--- src/verilog/tdsg_regs.svh ---
`ifndef TDSG_REGS_SVH
`define TDSG_REGS_SVH
// reset value of the done flag
`define TDSG_DONE_RST 1'b0
// number of stages in an input synchroniser
`define TDSG_SYNC_STAGES 3
`endif

--- src/verilog/tdsg_pkg.sv ---
package tdsg_pkg;
   // which kind of transaction is running, latched when it starts
   typedef enum logic [1:0] {
      XFER_IDLE = 2'b00,
      XFER_READ = 2'b01,
      XFER_WRITE = 2'b10,
      XFER_BUSY_CMD = 2'b11
   } tdsg_xfer_t;
endpackage

--- src/verilog/tdsg_fall_det.sv ---
`timescale 1ns/1ps
// falling-edge detector; the input comes from logic on the same clock
module tdsg_fall_det (
   input wire logic i_clk,
   input wire logic i_nrst,
   input wire logic i_lvl,
   output logic o_fall
);
   typedef struct packed {
      logic lvl_r;
   } tdsg_fd_t;
   tdsg_fd_t st_r, st_nxt;

   // remember the previous level
   always_comb begin
      st_nxt = st_r;
      st_nxt.lvl_r = i_lvl;
   end

   always_ff @(posedge i_clk) begin
      if (!i_nrst) begin
         st_r <= '0;
      end else begin
         st_r <= st_nxt;
      end
   end

   assign o_fall = st_r.lvl_r & ~i_lvl;
endmodule // tdsg_fall_det

--- src/verilog/tdsg_done_gen.sv ---
`timescale 1ns/1ps
`include "tdsg_regs.svh"

module tdsg_done_gen (
   // clock and reset
   input wire logic I_CLK_SYS,
   input wire logic I_NRST,
   // activity states from the controller core
   input wire logic i_READ_XFER_ACTIVE,
   input wire logic i_DATA_LINES_IN_USE,
   input wire logic i_CMD_BLOCK_ON_DATA_LINES,
   input wire logic i_IS_WRITE,
   input wire logic i_BUSY_CMD,
   input wire logic i_HALT_AT_BOUNDARY_REQ,
   input wire logic i_TUNING_EXEC,
   // dma completion gate, tie high when no dma
   input wire logic i_DMA_DONE_OK,
   // software clear, write-one strobe
   input wire logic i_CLR_WR,
   input wire logic i_CLR_DATA,
   // status
   output logic o_XFER_DONE,
   output logic o_GAP_STOP
);
   import tdsg_pkg::*;

   typedef struct packed {
      tdsg_xfer_t kind;
      logic pend;
      logic pend_gap;
      logic done;
      logic gap;
   } tdsg_st_t;
   tdsg_st_t st_r, st_nxt;

   logic read_fall;
   logic dat_fall;
   logic inhibit_fall;
   logic evt;

   logic [2:0] lvl_vec;
   logic [2:0] fall_vec;
   logic set_now;

   // write-one decode, shared by the clear path and its checks
   function automatic logic clr_one(input logic wr, input logic data);
      return wr & data;
   endfunction

   // a pending end becomes the flag only with the dma gate open and no tuning
   function automatic logic set_fires(input logic pend, input logic dma_ok, input logic tune);
      return pend & dma_ok & ~tune;
   endfunction

   // one falling-edge detector per activity level; all same clock, no sync needed
   assign lvl_vec = {i_CMD_BLOCK_ON_DATA_LINES, i_DATA_LINES_IN_USE, i_READ_XFER_ACTIVE};
   generate
      for (genvar g = 0; g < 3; g++) begin : g_fall
         tdsg_fall_det u_fall (
            .i_clk(I_CLK_SYS),
            .i_nrst(I_NRST),
            .i_lvl(lvl_vec[g]),
            .o_fall(fall_vec[g])
         );
      end
   endgenerate

   // name the detector outputs by what they end
   assign read_fall = fall_vec[0];
   assign dat_fall = fall_vec[1];
   assign inhibit_fall = fall_vec[2];
   assign set_now = set_fires(st_r.pend, i_DMA_DONE_OK, i_TUNING_EXEC);

   // end event per kind; read uses read-active, write uses data lines, busy uses data lines or inhibit
   always_comb begin
      st_nxt = st_r;
      evt = 1'b0;
      if (i_READ_XFER_ACTIVE && !i_IS_WRITE) begin
         st_nxt.kind = XFER_READ;
      end else if (i_DATA_LINES_IN_USE && i_IS_WRITE && st_r.kind != XFER_READ) begin
         st_nxt.kind = XFER_WRITE;
      end else if (i_DATA_LINES_IN_USE && i_BUSY_CMD && st_r.kind == XFER_IDLE) begin
         st_nxt.kind = XFER_BUSY_CMD;
      end
      case (st_r.kind)
         XFER_READ: evt = read_fall;
         XFER_WRITE: evt = dat_fall;
         XFER_BUSY_CMD: evt = dat_fall | inhibit_fall;
         default: evt = 1'b0;
      endcase
      if (evt) begin
         st_nxt.pend = 1'b1;
         // halt request present at the end means stopped at the gap
         st_nxt.pend_gap = i_HALT_AT_BOUNDARY_REQ;
         st_nxt.kind = XFER_IDLE;
      end
      // dma may hold the set back until its last beat lands
      if (st_r.pend && i_DMA_DONE_OK) begin
         st_nxt.pend = 1'b0;
         if (!i_TUNING_EXEC) begin
            st_nxt.done = 1'b1;
            st_nxt.gap = st_r.pend_gap;
         end
      end
      // clear by writing one; a set in the same cycle wins
      // set wins over a clear in the same cycle, so software never loses an end
      if (clr_one(i_CLR_WR, i_CLR_DATA) && !set_now) begin
         st_nxt.done = 1'b0;
         st_nxt.gap = 1'b0;
      end
      if (i_TUNING_EXEC) begin
         st_nxt.pend = 1'b0; // tuning blocks never produce a done
      end
   end

   always_ff @(posedge I_CLK_SYS) begin
      if (!I_NRST) begin
         st_r <= '{kind: XFER_IDLE, pend: 1'b0, pend_gap: 1'b0,
                   done: `TDSG_DONE_RST, gap: 1'b0};
      end else begin
         st_r <= st_nxt;
      end
   end

   assign o_XFER_DONE = st_r.done;
   assign o_GAP_STOP = st_r.gap;
endmodule // tdsg_done_gen

--- config.mk ---
export PLATFORM = sky130hd
export DESIGN_NAME = tdsg_done_gen
export DESIGN_NICKNAME = d
export VERILOG_FILES = /design/src/verilog/tdsg_pkg.sv /design/src/verilog/tdsg_fall_det.sv /design/src/verilog/tdsg_done_gen.sv
export VERILOG_INCLUDE_DIRS = /design/src /design/src/verilog
export SDC_FILE = /design/constraint.sdc
export NUM_CORES = 1
export LEC_CHECK = 0
export ABC_AREA = 1
export BUFFER_PORTS_ARGS = -buffer_cell sky130_fd_sc_hd__buf_2
export CAP_MARGIN = 15
export CELL_PAD_IN_SITES_DETAIL_PLACEMENT = 1
export CELL_PAD_IN_SITES_GLOBAL_PLACEMENT = 2
export CORE_MARGIN = 2
export CORE_UTILIZATION = 25
export DETAILED_ROUTE_END_ITERATION = 8
export GPL_TIMING_DRIVEN = 0
export PLACE_DENSITY = 0.74
export SLEW_MARGIN = 10
export SYNTH_ARGS = -nofsm -noshare
export SYNTH_HDL_FRONTEND = slang
export SYNTH_SLANG_ARGS = --single-unit
--- constraint.sdc ---
create_clock -name I_CLK_SYS -period 1.8 [get_ports I_CLK_SYS]
set_input_delay 0.27 -clock I_CLK_SYS [delete_from_list [all_inputs] [get_ports I_CLK_SYS]]
set_output_delay 0.27 -clock I_CLK_SYS [all_outputs]
set_load 0.03 [all_outputs]
== Word-level counts from Yosys, hierarchy flattened ==
Cells that the tools add are included.
Storage, ports and cells
  flip-flop bits (word level): 9
  logic and storage cells: 46
Cells by class
  equality and inequality tests: 4
  mux-type cells: 4
  bitwise logic cells: 12
  reductions and logical operators: 17
Operator list (count)
  1-bit logical AND: 7
  1-bit AND: 6
  3-bit OR reduction: 2
  1-bit inverter: 5
  2-bit == test (second input constant): 2
  2-bit two-way mux: 2
  2-bit OR reduction: 2
  1-bit case mux with 3 select lines: 1
  3-bit nonzero test: 1
  2-bit by 1-bit == test with 1-bit output (second input constant): 1
  1-bit logical NOT: 2
  2-bit logical NOT: 1
  2-bit by 1-bit != test with 1-bit output (second input constant): 1
  2-bit AND reduction: 1
  2-bit nonzero test: 1
  1-bit two-way mux: 1
  1-bit bitwise OR: 1

== Logic depth before layout (Yosys ltp) ==
  depth after elaboration: 5
  gate-level depth with buffers: 7
  gate-level depth less buffers: 7

== Cells and area by module ==
A second synthesis with hierarchy kept.
Second synthesis, totals
  cells, all modules: 63
  area total of the unflattened synthesis: 406.6 sq um
Modules (own cells, without submodules)
  tdsg_done_gen: instances 1, cells each 48, area each 301.5 sq um
  tdsg_fall_det: instances 3, cells each 5, area each 35.0 sq um

== Worst setup path after synthesis ==
Ideal clock, no wire load.
  path type: register to register
  start: reg st_r[4] (netlist bit)
  end: reg st_r[2] (netlist bit)
  setup time: 0.115 ns
  data arrival time: 0.759 ns
  setup slack: 0.926 ns
  cell stages (with the launch flop): 6
  path through: dfxtp_1 nand2_2 nor2_2 nand2_2 a21oi_1 nor2_1
On the way
  cells in the longest elaborated chain, start to end: 2
  elaborated cells on any way between the ends: 4
Ends and longest elaborated chain
  start: declaration: line tdsg_done_gen.sv:34  | tdsg_st_t st_r, st_nxt;
  start signal: assignment: line tdsg_done_gen.sv:118  | st_r <= '{kind: XFER_IDLE, pend: 1'b0, pend_gap: 1'b0,
  start signal: assignment: line tdsg_done_gen.sv:121  | st_r <= st_nxt;
  2-bit == test or 2-bit by 1-bit == test with 1-bit output (tied branches): line tdsg_done_gen.sv:85  | case (st_r.kind)
  1-bit case mux with 3 select lines (*): line tdsg_done_gen.sv:85
Every way passes the cells marked *; elsewhere a longest branch is shown, timed or not.
A chain may end at the register's enable or synchronous reset.

== Final worst setup path ==
  start: reg st_r, in the netlist o_GAP_STOP
  end: out o_GAP_STOP
RTL lines
  end: declaration: line tdsg_done_gen.sv:23  | output logic o_GAP_STOP
No word-level cell between the ends.

==> impl_metrics.py <==
metrics = {
    "run_status": {
        "run_status": "complete, no violations",
    },
    "sta": {
        "clock-skew-final_ns": 0.00293,
        "finalSetupViolations": 0,
        "layout_min_cycle_time_ns": 1.04,
        "setup_repair_after_global_routing_missed_its_margin": "false",
        "hold_slack_ns": 0.211,
        "post-route-period-util": 0.580,
        "timing_worst_slew_pin_value_ns": 0.156,
        "worst_slack_ns": 0.756,
        "slew_viol_final": 0,
        "finalHoldViolCount": 0,
        "setup_tns_ns": 0,
        "fmax_mhz": 958,
        "slew_headroom": 0.895,
    },
    "drt": {
        "drt_iter0_markers": 1,
        "drt_wl_total_um": 809,
        "routedWlPerCell_um": 8.89,
        "number_of_design_rule_violations_left_after_detail_routing": 0,
        "drt-vias-per-instance": 4.29,
        "drt-pass1-iter-count": 4,
        "ant_nets": 0,
        "routed-via-count": 390,
    },
    "yosys": {
        "post_synth_arst_share": 0,
        "post_synth_inst_count": 58,
        "synth_seq_area_share": 0.440,
        "synth.yosys.warnings": 0,
        "synth_edf_count": 0,
        "ys.flop_type": "sky130_fd_sc_hd__dfxtp_1",
        "yosys_register_bits": 9,
        "synth_nets": 70,
        "netlist-cell-type-count": 14,
        "synth_top_cells_by_area": "sky130_fd_sc_hd__dfxtp_1 (44%), sky130_fd_sc_hd__nand2_1 (15%), sky130_fd_sc_hd__inv_1 (10%)",
        "synthesis.area_um2": 409,
        "syn-mean-instance-area_um2": 7.05,
        "synth_largest_type_area_fraction": 0.440,
        "synth_top_area_cell": "sky130_fd_sc_hd__dfxtp_1",
    },
    "clock_network": {
        "clock_tree.root_cell": "sky130_fd_sc_hd__clkbuf_4",
        "clock_latency_reported_for_the_late_side_of_the_worst_skew_pair_ns": 0.26,
        "post_cts_resized": 0,
        "cts_tree": "done",
        "tritoncts_num_sinks": 9,
        "post-cts-setup-buffer-count": 0,
        "depth_of_the_cts_h_tree": 1,
        "cts.path.max_buffers": 2,
        "postCtsHoldBufs": 0,
        "clk_pin_slew_ns": 0.06,
        "cts-buffers-inserted": 3,
    },
    "pwr": {
        "irDropWorstVdd_mv": 0.463,
        "finalPower_uw": 421,
        "power_per_cell_area_mw_per_mm2": 809,
        "static-leakage-power_uw": 0.000297,
    },
    "floorplanning": {
        "core_region_area_mm2": 0.00152,
        "num_rows": 14,
        "io_pins": 14,
        "die-width_um": 44.5,
        "fp.dieArea_mm2": 0.00198,
        "initial_core_utilization": 0.268,
        "die_height_um": 44.5,
    },
    "critical_path": {
        "critPathBufInv": 1,
        "cp.arrival_ns": 0.77,
        "path_cells": "buf_2",
        "critPathCaptureType": "primary output",
        "timing.critical_path.required_ns": 1.53,
        "critPathLaunchType": "flop",
        "crit_slowest_cell": "sky130_fd_sc_hd__dfxtp_1",
        "cp_max_fo": 2,
        "max_stage_delay_ns": 0.32,
        "cp_top_family": "flip-flops",
        "startpoint_to_endpoint_class_of_the_critical_path": "flop to primary output",
    },
    "final_layout": {
        "area_delta_synth_final_pct": 27.2,
        "layout_common_cells": "sky130_fd_sc_hd__nand2_1 (16), sky130_fd_sc_hd__buf_2 (13), sky130_fd_sc_hd__inv_1 (11)",
        "drive_above_1_share": 0.320,
        "ant_diodes": 0,
        "mostFrequentLayoutCell": "sky130_fd_sc_hd__nand2_1",
        "layout.nets": 88,
    },
    "grt": {
        "overflow": 0,
        "grt_antenna_before_repair": 0,
        "pin_count_of_the_biggest_net_entering_global_routing": 8,
        "track_usage": 0.105,
        "grt_first_pass_wirelength_mm": 1.41,
        "grt_pass1_vias": 361,
    },
    "placed_design": {
        "dp_hpwl_um": 664,
        "portBuffers": 13,
        "place_congestion": 0.747,
        "detailedPlace.worstSlack_ns": 0.795,
    },
    "min_path": {
        "hold_class": "primary input to flop",
    },
    "flow_run": {
        "max_cap_viol_count": 0,
    },
}
## metrics by stage
| step | util | cells | cell area (um^2) |
|---|---|---|---|
| 6_report | 0.342 | 91 | 520 |
| 5_1_grt | 0.342 | 91 | 520 |
| 4_1_cts | 0.342 | 91 | 520 |
| 3_5_place_dp | 0.324 | 87 | 494 |
| 3_3_place_gp | 0.324 | 87 | 494 |
| 2_1_floorplan | - | 58 | 409 |
## registers in the layout, indices dropped and copies added (netlist names)
name	count
o_XFER_DONE	1
g_fall.u_fall.st_r	3
o_GAP_STOP	1
st_r	4
## cell type report
class | count | area, um^2
inverter | 12 | 45.0
tap | 16 | 20.0
fill | 202 | 1000
sequential | 9 | 180
multi-input combinational | 37 | 184
timing repair buffer | 13 | 65.1
clock buffer | 4 | 26.3
## routing by layer
layer	routed length (um)	global-route usage	part of all wire	vias to the layer above
li1	-	-	-	209
met1	400	0.126	0.49	170
met2	344	0.147	0.43	8
met3	56	0.0612	0.069	3
met4	8	0.0545	0.0099	0
met5	0	0	0	-
## path summary, 6_finish.rpt
kind | from | to | slack [ns] | cells after the start
setup / recovery | o_GAP_STOP$_SDFFE_PP0N_ | o_GAP_STOP | 0.76 | 1
hold / removal | i_CMD_BLOCK_ON_DATA_LINES | g_fall[2].u_fall.st_r$_SDFF_PN0_ | 0.21 | 3
setup reg to reg | st_r[4]$_SDFFE_PP0P_ | st_r[2]$_SDFFE_PN0P_ | 0.81 | 5
hold reg to reg | o_GAP_STOP$_SDFFE_PP0N_ | o_GAP_STOP$_SDFFE_PP0N_ | 0.46 | 2
## Yosys cell counts (2+ instances only)
master	number
sky130_fd_sc_hd__nand2_1	16
sky130_fd_sc_hd__a21oi_1	3
sky130_fd_sc_hd__nor2_1	4
sky130_fd_sc_hd__inv_1	11
sky130_fd_sc_hd__nand3_1	4
sky130_fd_sc_hd__nand2_2	3
sky130_fd_sc_hd__dfxtp_1	9
sky130_fd_sc_hd__nand3_2	2
## kinds of logic after synthesis
| logic type | share of synthesized area |
|---|---|
| simple gates | 0.361 |
| flops | 0.440 |
| compound gates | 0.0887 |
| buf+inv | 0.110 |
## report_power, final
part	total (uW)	switching, uW	internal, uW	leakage [uW]
combinational	51.4	28.3	23.1	0.000209
sequential	216	6.69	209	0.0000739
clock	154	68.6	85.3	0.0000150
(Power assumes the default switching activity.)
